===== src/hw/bcs_map.svh =====
`ifndef BCS_MAP_SVH
`define BCS_MAP_SVH
// ----------------------------------------
// clock and time base
// ----------------------------------------
`define CLK_HZ 25000000
`define TICK_MS 1
`define MS_PER_S 1000
`define MS_PER_MIN 60000
// ----------------------------------------
// converter and history
// ----------------------------------------
`define ADC_W 10
`define ADC_LSB_MV 5
`define HIST_DEPTH 64
`define HIST_AW 6
`define TEMP_SENSE_INPUT_LAG_S 60
`define TEMP_SENSE_INPUT_DROP_HI_MV 40
`define TEMP_SENSE_INPUT_DROP_C2_MV 28
`define VSLOPE_MIN_N 4
`define VSLOPE_HYST 2
`define VSLOPE_ZERO 1
// ----------------------------------------
// pulse pattern, ms
// ----------------------------------------
`define FAST_PER_MS 1000
`define CHG_MS 800
`define DISCHARGE_ENABLE_OUT_MS 4
`define REST_MS 10
`define ACQ_MS 20
`define DSER_N 8
`define DSER_PER_MS 20
`define POLL_PULSE_MS 100
`define POLL_PER_MS 1000
`define POLL_MS 10000
`define TOP_MS 7200000
`define MAINT_MULT 4
`define FLASH_HALF_MS 500
`define MRST_MS 700
// ----------------------------------------
// per-rate tables
// ----------------------------------------
`define TOP_S_4C 40
`define TOP_S_2C 20
`define TOP_S_1C 10
`define TOP_S_C2 5
`define FT_4C_MIN 30
`define FT_2C_MIN 60
`define FT_1C_MIN 90
`define FT_C2_MIN 210
// ----------------------------------------
// registers
// ----------------------------------------
`define REG_CTRL 2'h0
`define REG_STAT 2'h1
`define REG_CAUSE 2'h2
`define CTRL_RST 8'h00
`define CTRL_INHIBIT 0
`define CAUSE_PEAK 0
`define CAUSE_ZERO 1
`define CAUSE_TEMP_SENSE_INPUT 2
`define CAUSE_TIMER 3
`endif


===== src/hw/bcs_pkg.sv =====
package bcs_pkg;
  typedef enum logic [6:0] {
    ST_DISCH = 7'h01,
    ST_POLL = 7'h02,
    ST_FAST = 7'h04,
    ST_TOP = 7'h08,
    ST_MAINT = 7'h10,
    ST_HOT = 7'h20,
    ST_FAULT = 7'h40
  } bcs_stage_t;
  typedef enum logic [1:0] {
    RATE_4C = 2'h0,
    RATE_2C = 2'h1,
    RATE_1C = 2'h2,
    RATE_C2 = 2'h3
  } bcs_rate_t;
endpackage : bcs_pkg


===== src/hw/bcs_sync.sv =====
`timescale 1ns/1ps
module bcs_sync #(
  parameter int W = 1
) (
  // clock and reset
  input wire logic i_clk,
  input wire logic i_rst_n,
  // data
  input wire logic [W-1:0] i_d,
  output logic [W-1:0] o_q
);
  logic [W-1:0] meta_q;
  always_ff @(posedge i_clk or negedge i_rst_n)
  begin
    if (!i_rst_n)
    begin
      meta_q <= '0;
      o_q <= '0;
    end
    else
    begin
      meta_q <= i_d;
      o_q <= meta_q;
    end
  end
endmodule : bcs_sync


===== src/hw/bcs_hist_mem.sv =====
`timescale 1ns/1ps
module bcs_hist_mem #(
  parameter int W = 10,
  parameter int DEPTH = 64,
  parameter int AW = 6
) (
  // clock and reset
  input wire logic i_clk,
  input wire logic i_rst_n,
  // write port
  input wire logic i_wr_en,
  input wire logic [AW-1:0] i_wr_addr,
  input wire logic [W-1:0] i_wr_data,
  // read port
  input wire logic i_rd_en,
  input wire logic [AW-1:0] i_rd_addr,
  output logic [W-1:0] o_rd_data
);
  logic [W-1:0] mem [DEPTH];
  always_ff @(posedge i_clk)
  begin
    if (i_wr_en)
      mem[i_wr_addr] <= i_wr_data;
  end
  always_ff @(posedge i_clk or negedge i_rst_n)
  begin
    if (!i_rst_n)
      o_rd_data <= '0;
    else if (i_rd_en)
      o_rd_data <= mem[i_rd_addr];
  end
endmodule : bcs_hist_mem


===== src/hw/bcs_top.sv =====
// The placing of the registers and the address-and-strobe port are this design's own decisions.
`timescale 1ns/1ps
`include "bcs_map.svh"
// Notes on behaviour
// RULE1: topping runs two hours after termination
// RULE2: topping reuses fast pulses, longer spacing
// RULE3: mode indicator flashes 1 s in topping/maintenance
// RULE4: after topping, maintenance at 4x spacing
// RULE5: maintenance lasts while battery stays present
// RULE6: termination select adds thermistor methods
// RULE7: stop when voltage slope passes maximum
// RULE8: stop when slope flattens near zero
// RULE9: stop on thermistor drop over rate limit
// RULE10: thermistor slope also enables hot cutoff; the code runs hot cutoff with either termination select
// RULE11: thermistor below hot threshold shuts down
// RULE12: open thermal switch shuts down
// RULE13: hot shutdown holds until master reset
// RULE14: grounded thermistor input bypasses hot cutoff
// RULE15: fast charge timer always ends charge
// RULE16: discharge pulse series after reset
// RULE17: no battery after series starts polling
// RULE18: 100 ms poll pulse, 2.0 V compare
// RULE19: poll 10 s then detect or shut down
// RULE20: removal after fast start shuts down
// RULE21: gap check under 0.5 V in low stages
// RULE22: master reset low over 700 ms holds reset
// RULE23: rate straps pick spacing and timer
// RULE24: active-high charge and discharge requests
// RULE25: fast pulse cycle repeats every second
// RULE26: all timing counted from the clock
// RULE27: comparator inputs synchronised before use
module bcs_top #(
  parameter int P_TICK_CYC = `CLK_HZ / 1000 * `TICK_MS,
  parameter int P_ADC_W = `ADC_W
) (
  // clock and reset
  input wire logic I_CLK,
  input wire logic I_RSTN,
  // battery and thermistor sensing
  input wire logic I_VIN_ABOVE_PRES,
  input wire logic I_VIN_ABOVE_POLL,
  input wire logic [P_ADC_W-1:0] I_VIN_SAMPLE,
  input wire logic I_TEMP_SENSE_INPUT_BELOW_HOT,
  input wire logic I_TEMP_SENSE_INPUT_SWITCH_OPEN,
  input wire logic I_TEMP_SENSE_INPUT_GROUNDED,
  input wire logic [P_ADC_W-1:0] I_TEMP_SENSE_INPUT_SAMPLE,
  // straps and master reset
  input wire logic I_RATE_SELECT_LO,
  input wire logic I_RATE_SELECT_HI,
  input wire logic I_TERMINATION_SELECT,
  input wire logic I_MASTER_RESET_N,
  // register port
  input wire logic [1:0] I_ADDR,
  input wire logic [7:0] I_WR_DATA,
  input wire logic I_WR_EN,
  input wire logic I_RD_EN,
  output logic [7:0] O_RD_DATA,
  // charger control and indicators
  output logic O_CHARGE_ENABLE_OUT,
  output logic O_DISCHARGE_ENABLE_OUT,
  output logic O_POLLING_FAULT_INDICATOR_N,
  output logic O_CHARGE_MODE_INDICATOR_N,
  output logic O_TEMP_RANGE_INDICATOR_N
);
  localparam int L_SW = 9 + 2 * P_ADC_W;
  localparam logic signed [P_ADC_W:0] L_HYST = (P_ADC_W + 1)'(`VSLOPE_HYST);
  localparam logic signed [P_ADC_W:0] L_ZERO = (P_ADC_W + 1)'(`VSLOPE_ZERO);
  localparam logic [17:0] L_ACQ_END = 18'(`CHG_MS + `DISCHARGE_ENABLE_OUT_MS + `REST_MS + `ACQ_MS - 1);

  // ----------------------------------------
  // functions
  // ----------------------------------------
  function automatic logic [7:0] top_s(input bcs_pkg::bcs_rate_t r);
    unique case (r)
      bcs_pkg::RATE_4C: top_s = 8'(`TOP_S_4C);
      bcs_pkg::RATE_2C: top_s = 8'(`TOP_S_2C);
      bcs_pkg::RATE_1C: top_s = 8'(`TOP_S_1C);
      bcs_pkg::RATE_C2: top_s = 8'(`TOP_S_C2);
    endcase
  endfunction : top_s

  function automatic logic [23:0] fast_lim(input bcs_pkg::bcs_rate_t r);
    unique case (r)
      bcs_pkg::RATE_4C: fast_lim = 24'(`FT_4C_MIN * `MS_PER_MIN);
      bcs_pkg::RATE_2C: fast_lim = 24'(`FT_2C_MIN * `MS_PER_MIN);
      bcs_pkg::RATE_1C: fast_lim = 24'(`FT_1C_MIN * `MS_PER_MIN);
      bcs_pkg::RATE_C2: fast_lim = 24'(`FT_C2_MIN * `MS_PER_MIN);
    endcase
  endfunction : fast_lim

  function automatic logic [17:0] period(input bcs_pkg::bcs_stage_t s, input bcs_pkg::bcs_rate_t r);
    unique case (s)
      bcs_pkg::ST_FAST: period = 18'(`FAST_PER_MS);
      bcs_pkg::ST_TOP: period = 18'(top_s(r) * `MS_PER_S);
      bcs_pkg::ST_MAINT: period = 18'(top_s(r) * `MS_PER_S * `MAINT_MULT);
      bcs_pkg::ST_POLL: period = 18'(`POLL_PER_MS);
      default: period = 18'(`DSER_PER_MS);
    endcase
  endfunction : period

  // ----------------------------------------
  // input synchronisers and ms tick
  // ----------------------------------------
  logic [L_SW-1:0] sync_w;
  logic pres_s, poll_s, hot_s, open_s, gnd_s, rs_lo_s, rs_hi_s, tsel_s, mr_n_s;
  logic [P_ADC_W-1:0] vin_s, temp_sense_input_s;
  bcs_sync #(.W(L_SW)) u_sync (
    .i_clk(I_CLK),
    .i_rst_n(I_RSTN),
    .i_d({I_TEMP_SENSE_INPUT_SAMPLE, I_VIN_SAMPLE, I_MASTER_RESET_N, I_TERMINATION_SELECT, I_RATE_SELECT_HI,
          I_RATE_SELECT_LO, I_TEMP_SENSE_INPUT_GROUNDED, I_TEMP_SENSE_INPUT_SWITCH_OPEN, I_TEMP_SENSE_INPUT_BELOW_HOT, I_VIN_ABOVE_POLL,
          I_VIN_ABOVE_PRES}),
    .o_q(sync_w)
  ); // RULE27
  assign {temp_sense_input_s, vin_s, mr_n_s, tsel_s, rs_hi_s, rs_lo_s, gnd_s, open_s, hot_s, poll_s, pres_s} = sync_w;

  logic [23:0] pre_q;
  logic tick_q;
  always_ff @(posedge I_CLK or negedge I_RSTN)
  begin
    if (!I_RSTN)
    begin
      pre_q <= '0;
      tick_q <= 1'b0;
    end
    else if (pre_q == 24'(P_TICK_CYC - 1))
    begin
      pre_q <= '0;
      tick_q <= 1'b1; // RULE26
    end
    else
    begin
      pre_q <= pre_q + 24'h000001;
      tick_q <= 1'b0;
    end
  end

  // ----------------------------------------
  // master reset filter
  // ----------------------------------------
  logic [9:0] mr_ms_q;
  logic mr_hold;
  always_ff @(posedge I_CLK or negedge I_RSTN)
  begin
    if (!I_RSTN)
      mr_ms_q <= '0;
    else if (mr_n_s)
      mr_ms_q <= '0;
    else if (tick_q && mr_ms_q <= 10'(`MRST_MS))
      mr_ms_q <= mr_ms_q + 10'h001;
  end
  assign mr_hold = mr_ms_q > 10'(`MRST_MS); // RULE22

  // ----------------------------------------
  // sequencer
  // ----------------------------------------
  bcs_pkg::bcs_stage_t state_q, state_d;
  bcs_pkg::bcs_rate_t rate_q;
  logic tsel_q, inhibit;
  logic [17:0] cyc_ms_q;
  logic [23:0] stage_ms_q;
  logic [3:0] dser_n_q;
  logic pulse_st, chg_ph, discharge_enable_out_ph, acq_end, cyc_end, poll_end, gap_fault, fast_fault, hot_trip;
  logic vpeak, vzero, tterm, timer_end, fast_done;

  assign pulse_st = state_q inside {bcs_pkg::ST_FAST, bcs_pkg::ST_TOP, bcs_pkg::ST_MAINT};
  assign chg_ph = (pulse_st && cyc_ms_q < 18'(`CHG_MS)) ||
                  (state_q == bcs_pkg::ST_POLL && cyc_ms_q < 18'(`POLL_PULSE_MS)); // RULE2 RULE18
  assign discharge_enable_out_ph = (pulse_st && cyc_ms_q >= 18'(`CHG_MS) && cyc_ms_q < 18'(`CHG_MS + `DISCHARGE_ENABLE_OUT_MS)) ||
                   (state_q == bcs_pkg::ST_DISCH && cyc_ms_q < 18'(`DISCHARGE_ENABLE_OUT_MS)); // RULE16
  assign acq_end = tick_q && state_q == bcs_pkg::ST_FAST && cyc_ms_q == L_ACQ_END;
  assign cyc_end = tick_q && cyc_ms_q == period(state_q, rate_q) - 18'h00001; // RULE25 RULE23
  assign poll_end = tick_q && state_q == bcs_pkg::ST_POLL && cyc_ms_q == 18'(`POLL_PULSE_MS - 1);
  assign gap_fault = tick_q && state_q inside {bcs_pkg::ST_TOP, bcs_pkg::ST_MAINT} &&
                     !chg_ph && !discharge_enable_out_ph && !pres_s; // RULE21 RULE5
  assign fast_fault = (acq_end && !pres_s) || (tick_q && state_q == bcs_pkg::ST_FAST && chg_ph && poll_s); // RULE20
  // hot cutoff is on with or without the slope method, unless the input is grounded
  assign hot_trip = !gnd_s && (hot_s || open_s) &&
                    state_q inside {bcs_pkg::ST_DISCH, bcs_pkg::ST_POLL, bcs_pkg::ST_FAST,
                                    bcs_pkg::ST_TOP, bcs_pkg::ST_MAINT}; // RULE10 RULE11 RULE12 RULE14
  assign timer_end = tick_q && state_q == bcs_pkg::ST_FAST && stage_ms_q == fast_lim(rate_q) - 24'h000001; // RULE15
  assign fast_done = vpeak || vzero || tterm || timer_end;

  always_comb
  begin
    state_d = state_q;
    unique case (state_q)
      bcs_pkg::ST_DISCH:
        if (cyc_end && dser_n_q == 4'(`DSER_N - 1))
          state_d = pres_s ? bcs_pkg::ST_FAST : bcs_pkg::ST_POLL; // RULE17
      bcs_pkg::ST_POLL:
        if (poll_end && !poll_s)
          state_d = bcs_pkg::ST_FAST; // RULE19
        else if (tick_q && stage_ms_q == 24'(`POLL_MS - 1))
          state_d = bcs_pkg::ST_FAULT; // RULE19
      bcs_pkg::ST_FAST:
        if (fast_fault)
          state_d = bcs_pkg::ST_FAULT;
        else if (fast_done)
          state_d = bcs_pkg::ST_TOP;
      bcs_pkg::ST_TOP:
        if (gap_fault)
          state_d = bcs_pkg::ST_FAULT;
        else if (tick_q && stage_ms_q == 24'(`TOP_MS - 1))
          state_d = bcs_pkg::ST_MAINT; // RULE1 RULE4
      bcs_pkg::ST_MAINT:
        if (gap_fault)
          state_d = bcs_pkg::ST_FAULT;
      bcs_pkg::ST_HOT, bcs_pkg::ST_FAULT:
        state_d = state_q; // RULE13
      default:
        state_d = bcs_pkg::ST_DISCH;
    endcase
    if (hot_trip)
      state_d = bcs_pkg::ST_HOT;
    if (mr_hold)
      state_d = bcs_pkg::ST_DISCH;
  end

  always_ff @(posedge I_CLK or negedge I_RSTN)
  begin
    if (!I_RSTN)
      state_q <= bcs_pkg::ST_DISCH;
    else
      state_q <= state_d;
  end

  // straps only take effect through a reset
  always_ff @(posedge I_CLK or negedge I_RSTN)
  begin
    if (!I_RSTN)
    begin
      rate_q <= bcs_pkg::RATE_4C;
      tsel_q <= 1'b0;
    end
    else if (state_q == bcs_pkg::ST_DISCH)
    begin
      rate_q <= bcs_pkg::bcs_rate_t'({rs_lo_s, rs_hi_s}); // RULE23
      tsel_q <= tsel_s; // RULE6
    end
  end

  always_ff @(posedge I_CLK or negedge I_RSTN)
  begin
    if (!I_RSTN)
    begin
      cyc_ms_q <= '0;
      stage_ms_q <= '0;
      dser_n_q <= '0;
    end
    else if (state_d != state_q || mr_hold)
    begin
      cyc_ms_q <= '0;
      stage_ms_q <= '0;
      dser_n_q <= '0;
    end
    else if (tick_q)
    begin
      cyc_ms_q <= cyc_end ? 18'h00000 : cyc_ms_q + 18'h00001;
      stage_ms_q <= stage_ms_q + 24'h000001;
      if (cyc_end && state_q == bcs_pkg::ST_DISCH)
        dser_n_q <= dser_n_q + 4'h1;
    end
  end

  // ----------------------------------------
  // voltage slope
  // ----------------------------------------
  logic [P_ADC_W-1:0] v_prev_q;
  logic signed [P_ADC_W:0] vmax_q, slope;
  logic [2:0] vn_q;
  assign slope = $signed({1'b0, vin_s}) - $signed({1'b0, v_prev_q}); // RULE7
  assign vpeak = acq_end && vn_q == 3'(`VSLOPE_MIN_N) && vmax_q > L_HYST && slope < vmax_q - L_HYST; // RULE7
  assign vzero = acq_end && vn_q == 3'(`VSLOPE_MIN_N) && vmax_q > 0 && slope <= 0 && slope >= -L_ZERO; // RULE8

  always_ff @(posedge I_CLK or negedge I_RSTN)
  begin
    if (!I_RSTN)
    begin
      v_prev_q <= '0;
      vmax_q <= '0;
      vn_q <= '0;
    end
    else if (state_q != bcs_pkg::ST_FAST)
    begin
      vmax_q <= '0;
      vn_q <= '0;
    end
    else if (acq_end)
    begin
      v_prev_q <= vin_s;
      if (vn_q != 3'(`VSLOPE_MIN_N))
        vn_q <= vn_q + 3'h1;
      else if (slope > vmax_q)
        vmax_q <= slope;
    end
  end

  // ----------------------------------------
  // thermistor slope over one minute
  // ----------------------------------------
  logic [`HIST_AW-1:0] wr_ptr_q;
  logic [6:0] fill_q;
  logic eval_q;
  logic [P_ADC_W-1:0] temp_sense_input_new_q, hist_rd;
  logic [P_ADC_W+7:0] drop_mv, lim_mv;
  bcs_hist_mem #(.W(P_ADC_W), .DEPTH(`HIST_DEPTH), .AW(`HIST_AW)) u_hist (
    .i_clk(I_CLK),
    .i_rst_n(I_RSTN),
    .i_wr_en(acq_end),
    .i_wr_addr(wr_ptr_q),
    .i_wr_data(temp_sense_input_s),
    .i_rd_en(acq_end),
    .i_rd_addr(wr_ptr_q - `HIST_AW'(`TEMP_SENSE_INPUT_LAG_S)),
    .o_rd_data(hist_rd)
  );
  assign drop_mv = (P_ADC_W + 8)'((hist_rd - temp_sense_input_new_q) * `ADC_LSB_MV);
  assign lim_mv = (rate_q == bcs_pkg::RATE_C2) ? (P_ADC_W + 8)'(`TEMP_SENSE_INPUT_DROP_C2_MV) :
                  (P_ADC_W + 8)'(`TEMP_SENSE_INPUT_DROP_HI_MV);
  assign tterm = eval_q && tsel_q && state_q == bcs_pkg::ST_FAST && hist_rd > temp_sense_input_new_q &&
                 drop_mv > lim_mv; // RULE9

  always_ff @(posedge I_CLK or negedge I_RSTN)
  begin
    if (!I_RSTN)
    begin
      wr_ptr_q <= '0;
      fill_q <= '0;
      eval_q <= 1'b0;
      temp_sense_input_new_q <= '0;
    end
    else if (state_q != bcs_pkg::ST_FAST)
    begin
      fill_q <= '0;
      eval_q <= 1'b0;
    end
    else
    begin
      eval_q <= acq_end && fill_q == 7'(`TEMP_SENSE_INPUT_LAG_S);
      if (acq_end)
      begin
        wr_ptr_q <= wr_ptr_q + `HIST_AW'(1);
        temp_sense_input_new_q <= temp_sense_input_s;
        if (fill_q != 7'(`TEMP_SENSE_INPUT_LAG_S))
          fill_q <= fill_q + 7'h01;
      end
    end
  end

  // ----------------------------------------
  // indicators and outputs
  // ----------------------------------------
  logic pf_seen_q, flash_q;
  logic [9:0] flash_ms_q;
  always_ff @(posedge I_CLK or negedge I_RSTN)
  begin
    if (!I_RSTN)
      pf_seen_q <= 1'b0;
    else if (state_q != bcs_pkg::ST_POLL)
      pf_seen_q <= 1'b0;
    else if (poll_end && poll_s)
      pf_seen_q <= 1'b1; // RULE18
  end

  always_ff @(posedge I_CLK or negedge I_RSTN)
  begin
    if (!I_RSTN)
    begin
      flash_ms_q <= '0;
      flash_q <= 1'b0;
    end
    else if (!(state_q inside {bcs_pkg::ST_TOP, bcs_pkg::ST_MAINT}))
    begin
      flash_ms_q <= '0;
      flash_q <= 1'b0;
    end
    else if (tick_q)
    begin
      if (flash_ms_q == 10'(`FLASH_HALF_MS - 1))
      begin
        flash_ms_q <= '0;
        flash_q <= !flash_q; // RULE3
      end
      else
        flash_ms_q <= flash_ms_q + 10'h001;
    end
  end

  always_ff @(posedge I_CLK or negedge I_RSTN)
  begin
    if (!I_RSTN)
    begin
      O_CHARGE_ENABLE_OUT <= 1'b0;
      O_DISCHARGE_ENABLE_OUT <= 1'b0;
      O_POLLING_FAULT_INDICATOR_N <= 1'b1;
      O_CHARGE_MODE_INDICATOR_N <= 1'b1;
      O_TEMP_RANGE_INDICATOR_N <= 1'b1;
    end
    else
    begin
      O_CHARGE_ENABLE_OUT <= chg_ph && !inhibit && !mr_hold; // RULE24
      O_DISCHARGE_ENABLE_OUT <= discharge_enable_out_ph && !inhibit && !mr_hold; // RULE24
      O_POLLING_FAULT_INDICATOR_N <= !(state_q == bcs_pkg::ST_FAULT || pf_seen_q); // RULE19 RULE20
      O_CHARGE_MODE_INDICATOR_N <= state_q == bcs_pkg::ST_FAST ? 1'b0 : !flash_q; // RULE3
      O_TEMP_RANGE_INDICATOR_N <= state_q != bcs_pkg::ST_HOT; // RULE11 RULE12
    end
  end

  // ----------------------------------------
  // register port
  // ----------------------------------------
  logic [7:0] ctrl_q, cause_q;
  assign inhibit = ctrl_q[`CTRL_INHIBIT];
  always_ff @(posedge I_CLK or negedge I_RSTN)
  begin
    if (!I_RSTN)
      ctrl_q <= `CTRL_RST;
    else if (I_WR_EN && I_ADDR == `REG_CTRL)
      ctrl_q <= I_WR_DATA;
  end

  // cause is cleared only by a reset, so nothing can race it
  always_ff @(posedge I_CLK or negedge I_RSTN)
  begin
    if (!I_RSTN)
      cause_q <= 8'h00;
    else if (mr_hold)
      cause_q <= 8'h00;
    else if (state_q == bcs_pkg::ST_FAST && state_d == bcs_pkg::ST_TOP)
      cause_q <= {4'h0, timer_end, tterm, vzero, vpeak};
  end

  always_ff @(posedge I_CLK or negedge I_RSTN)
  begin
    if (!I_RSTN)
      O_RD_DATA <= 8'h00;
    else if (I_RD_EN)
      unique case (I_ADDR)
        `REG_CTRL: O_RD_DATA <= ctrl_q;
        `REG_STAT: O_RD_DATA <= {1'b0, state_q};
        `REG_CAUSE: O_RD_DATA <= cause_q;
        default: O_RD_DATA <= 8'h00;
      endcase
    else
      O_RD_DATA <= 8'h00;
  end
endmodule : bcs_top


===== config.mk =====
export PLATFORM = sky130hd
export DESIGN_NAME = bcs_top
export DESIGN_NICKNAME = d
export VERILOG_FILES = /design/src/hw/bcs_pkg.sv /design/src/hw/bcs_sync.sv /design/src/hw/bcs_hist_mem.sv /design/src/hw/bcs_top.sv
export VERILOG_INCLUDE_DIRS = /design/src /design/src/hw
export SDC_FILE = /design/constraint.sdc
export NUM_CORES = 1
export LEC_CHECK = 0
export ABC_AREA = 1
export BUFFER_PORTS_ARGS = -buffer_cell sky130_fd_sc_hd__buf_2
export CAP_MARGIN = 30
export CORE_MARGIN = 2
export CORE_UTILIZATION = 41
export CTS_CLUSTER_SIZE = 25
export DETAILED_ROUTE_END_ITERATION = 10
export SLEW_MARGIN = 30
export SYNTH_ARGS = -nofsm -noshare
export SYNTH_HDL_FRONTEND = slang
export SYNTH_HIERARCHICAL = 1
export SYNTH_SLANG_ARGS = --single-unit

===== constraint.sdc =====
create_clock -name I_CLK -period 6.65 [get_ports I_CLK]
set_clock_uncertainty 0.2 [all_clocks]
set_input_delay 0.9975 -clock I_CLK [delete_from_list [all_inputs] [get_ports I_CLK]]
set_output_delay 0.9975 -clock I_CLK [all_outputs]
set_load 0.02 [all_outputs]

==> results.cfg <==
[global_routing]
grt_max_degree = 184
grt_usage = 0.192
grt_pass1_vias = 27400
overflow = 0
grt_first_pass_wirelength_um = 155000
grt_antenna_before_repair = 0

[cts]
cts_made_buffers = 94
cts_tree = yes
cts_sinks = 884
cts_max_path_buffers = 3
clk_latency_ns = 0.69
cts_resized = 0
clk_pin_slew_ns = 0.07
cts_root_buffer = clkbuf_16
post_cts_buffers = 0
cts-hold-fix-buffers = 0
htree_levels = 3

[final_layout]
final_common_cell = nand2_1
fin_nets = 4122
fin_util = 0.460
area_delta_synth_final_pct = 11.4
drive_gt1_frac = 0.0971
final_cells = 5353
final_cell_mix = 1063 x nand2_1, 704 x nand3_1, 640 x edfxtp_1, 259 x inv_1, 228 x dfrtp_1
insertedDiodeCount = 0

[worst_setup_path]
start_kind = flop
crit_path_top_delay_cell = ha_1
cp-startpoint = temp_sense_input_new_q[2]
critPathArrivalTime_ns = 5.46
required_ns = 7.01
r2r-start = temp_sense_input_new_q[2]
slowest_delay_ns = 0.36
path_class = flop to flop
crit_fanout = 28
cp-end-kind = flop
worst_path_most_repeated_cell = nand2_1

[synth]
async_reset_ff_frac = 0.276
ys.warnings.count = 6
ys_seq_area_frac = 0.624
ys_ff_latch = 884
synthFlopType = edfxtp_1
synth_cell_type_count = 63
synth_edf_count = 640
syn_area_per_cell_sq_um = 10.3
syn-num-nets = 4092
syn_inst = 3956
synth_area_sq_um = 40600

[route]
ant_nets = 0
drt_iter0_drc = 2455
dr_total_vias = 28200
drtPass1Iterations = 7
drc = 0
viasPerCell = 5.27
wl_per_cell_um = 18.4
wl_um = 98400

[power_and_ir_drop]
ir_drop_mv = 0.233
power.share.combinational = 0.054
pwr-share-clk = 0.444
netSwitchingFraction = 0.230
p_seq_frac = 0.501
leakage_nw = 17.8
p_int_mw = 9.24
switchingPower_mw = 2.76
power_density_nw_per_um2 = 266

[sta]
finalSetupViolCount = 0
grt_setup_unrepaired = false
clock.fmax_mhz = 196
setup-tns-final_ns = 0
relSlewSlack = 0.326
period_needed_ns = 5.11
fin_crit_sh = 0.768
max_slew.worst_pin.slew_ns = 1.01
drv_slew = 0
hold_viol = 0

[die]
pin_count = 56
core-area_sq_um = 98300
die_area_sq_um = 101000
die_h_um = 319
initial_utilization = 0.413
row_count = 115
die-width_um = 319

[place]
io_buffers = 55
place_inst = 5176
place.gp.congestion = 0.902
hpwl_um = 60300

[min_path]
min_path_type = primary input to async pin

[flow_run]
cap_violations = 0

[run_status]
status = finished clean
==> Yosys cell counts, types with 4 or more instances <==
| cell type | instances | share of area |
|---|---|---|
| o21bai_1 | 5 | 0.00093 |
| nor3_1 | 58 | 0.0072 |
| nand2_2 | 7 | 0.0011 |
| nand3_4 | 4 | 0.0017 |
| xnor2_1 | 19 | 0.0041 |
| ha_1 | 90 | 0.028 |
| buf_6 | 37 | 0.010 |
| buf_4 | 12 | 0.0022 |
| dfstp_2 | 4 | 0.0026 |
| dfrtp_1 | 240 | 0.15 |
| a21oi_1 | 98 | 0.012 |
| buf_2 | 60 | 0.0074 |
| nand3_1 | 705 | 0.087 |
| nor3b_1 | 6 | 0.0011 |
| nand2_1 | 1063 | 0.098 |
| nand4_1 | 72 | 0.011 |
| nor2_2 | 19 | 0.0029 |
| xor2_1 | 68 | 0.015 |
| inv_1 | 261 | 0.024 |
| clkbuf_1 | 45 | 0.0042 |
| nor2_1 | 238 | 0.022 |
| o211ai_1 | 8 | 0.0015 |
| buf_1 | 11 | 0.0010 |
| mux2_2 | 9 | 0.0025 |
| o22ai_1 | 13 | 0.0020 |
| nor4_1 | 27 | 0.0042 |
| o21ai_0 | 58 | 0.0072 |
| inv_2 | 11 | 0.0010 |
| nand2_4 | 4 | 0.0011 |
| nor2_4 | 7 | 0.0019 |
| a31oi_1 | 4 | 0.00062 |
| edfxtp_1 | 640 | 0.47 |
==> flip-flops by register name, indices dropped and copies added, names as in the netlist, 10 cells and up <==
register	flops
u_hist/mem	640
u_sync/o_q	29
pre_q	24
temp_sense_input_new_q	10
u_hist/o_rd_data	10
v_prev_q	10
stage_ms_q	24
vmax_q	11
u_sync/meta_q	29
mr_ms_q	10
flash_ms_q	10
cyc_ms_q	18
==> path summary, 6_finish.rpt <==
kind	to	cells past startpoint	slack, ns
max in group asynchronous	v_prev_q[9]	2	5.02
setup reg to reg	stage_ms_q[6]	33	1.54
min in group I_CLK	u_sync/o_q[5]	0	0.13
hold reg to reg	u_sync/o_q[5]	0	0.13
hold / removal	stage_ms_q[21]	1	0.13
setup / recovery	stage_ms_q[6]	33	1.54
==> layer usage <==
layer	routed length, um	track usage	up-vias
met5	0	0	-
met2	46400	0.314	713
li1	-	-	13600
met1	44600	0.264	13700
met4	2550	0.0613	0
met3	4780	0.0287	150
==> through the flow <==
stage / power, mW / instance area [sq um] / hold WS (ns) / setup WS, ns
finish: 12.0 / 45200 / 0.127 / 1.54
global route: 12.4 / 45200 / 0.151 / 0.991
CTS: 12.1 / 45100 / 0.114 / 1.53
detailed placement: 6.79 / 41900 / 0.136 / 1.60
global placement: 6.78 / 41800 / 0.132 / 1.64
floorplan: 6.56 / 40600 / 0.131 / 2.13
==> area by class of cell <==
type,count,area (sq um)
Fill cell,9092,53100
Sequential cell,884,25300
Multi-Input combinational cell,2629,13300
Clock buffer,124,2620
Tap cell,1287,1610
Inverter,276,1050
Timing Repair Buffer,101,696
Clock inverter,52,569
==> cell families (layout without fill, tap and decap cells) <==
kind of cell / count (synthesis) / count (layout) / share of synthesized area
AO/OA/AOI/OAI: 212 / 212 / 0.0294
XOR/XNOR: 87 / 87 / 0.0188
adder cells (fa/ha/maj): 93 / 93 / 0.0292
buffers and inverters: 443 / 553 / 0.0517
flip-flops: 884 / 884 / 0.624
multiplexers: 9 / 9 / 0.00250
AND/OR/NAND/NOR: 2228 / 2228 / 0.244
==> power groups by stage <==
stage	clock, mW	combinational [mW]	sequential [mW]
final	5.33	0.653	6.02
after global routing	5.66	0.725	6.02
after CTS	5.44	0.660	6.02
after detailed placement	0	0.658	6.13
after global placement	0	0.647	6.13
after floorplan	0	0.407	6.15
==> critical path, delay by kind of cell (launching register included) <==
kind / cells / cell delay (ns)
xor+xnor: 1 / 0.16
fa+ha+maj: 3 / 1.02
buf+inv: 3 / 0.20
compound gates: 6 / 1.13
flops: 1 / 0.32
simple gates: 20 / 1.94
No activity file was read; power rests on OpenSTA's default activity.
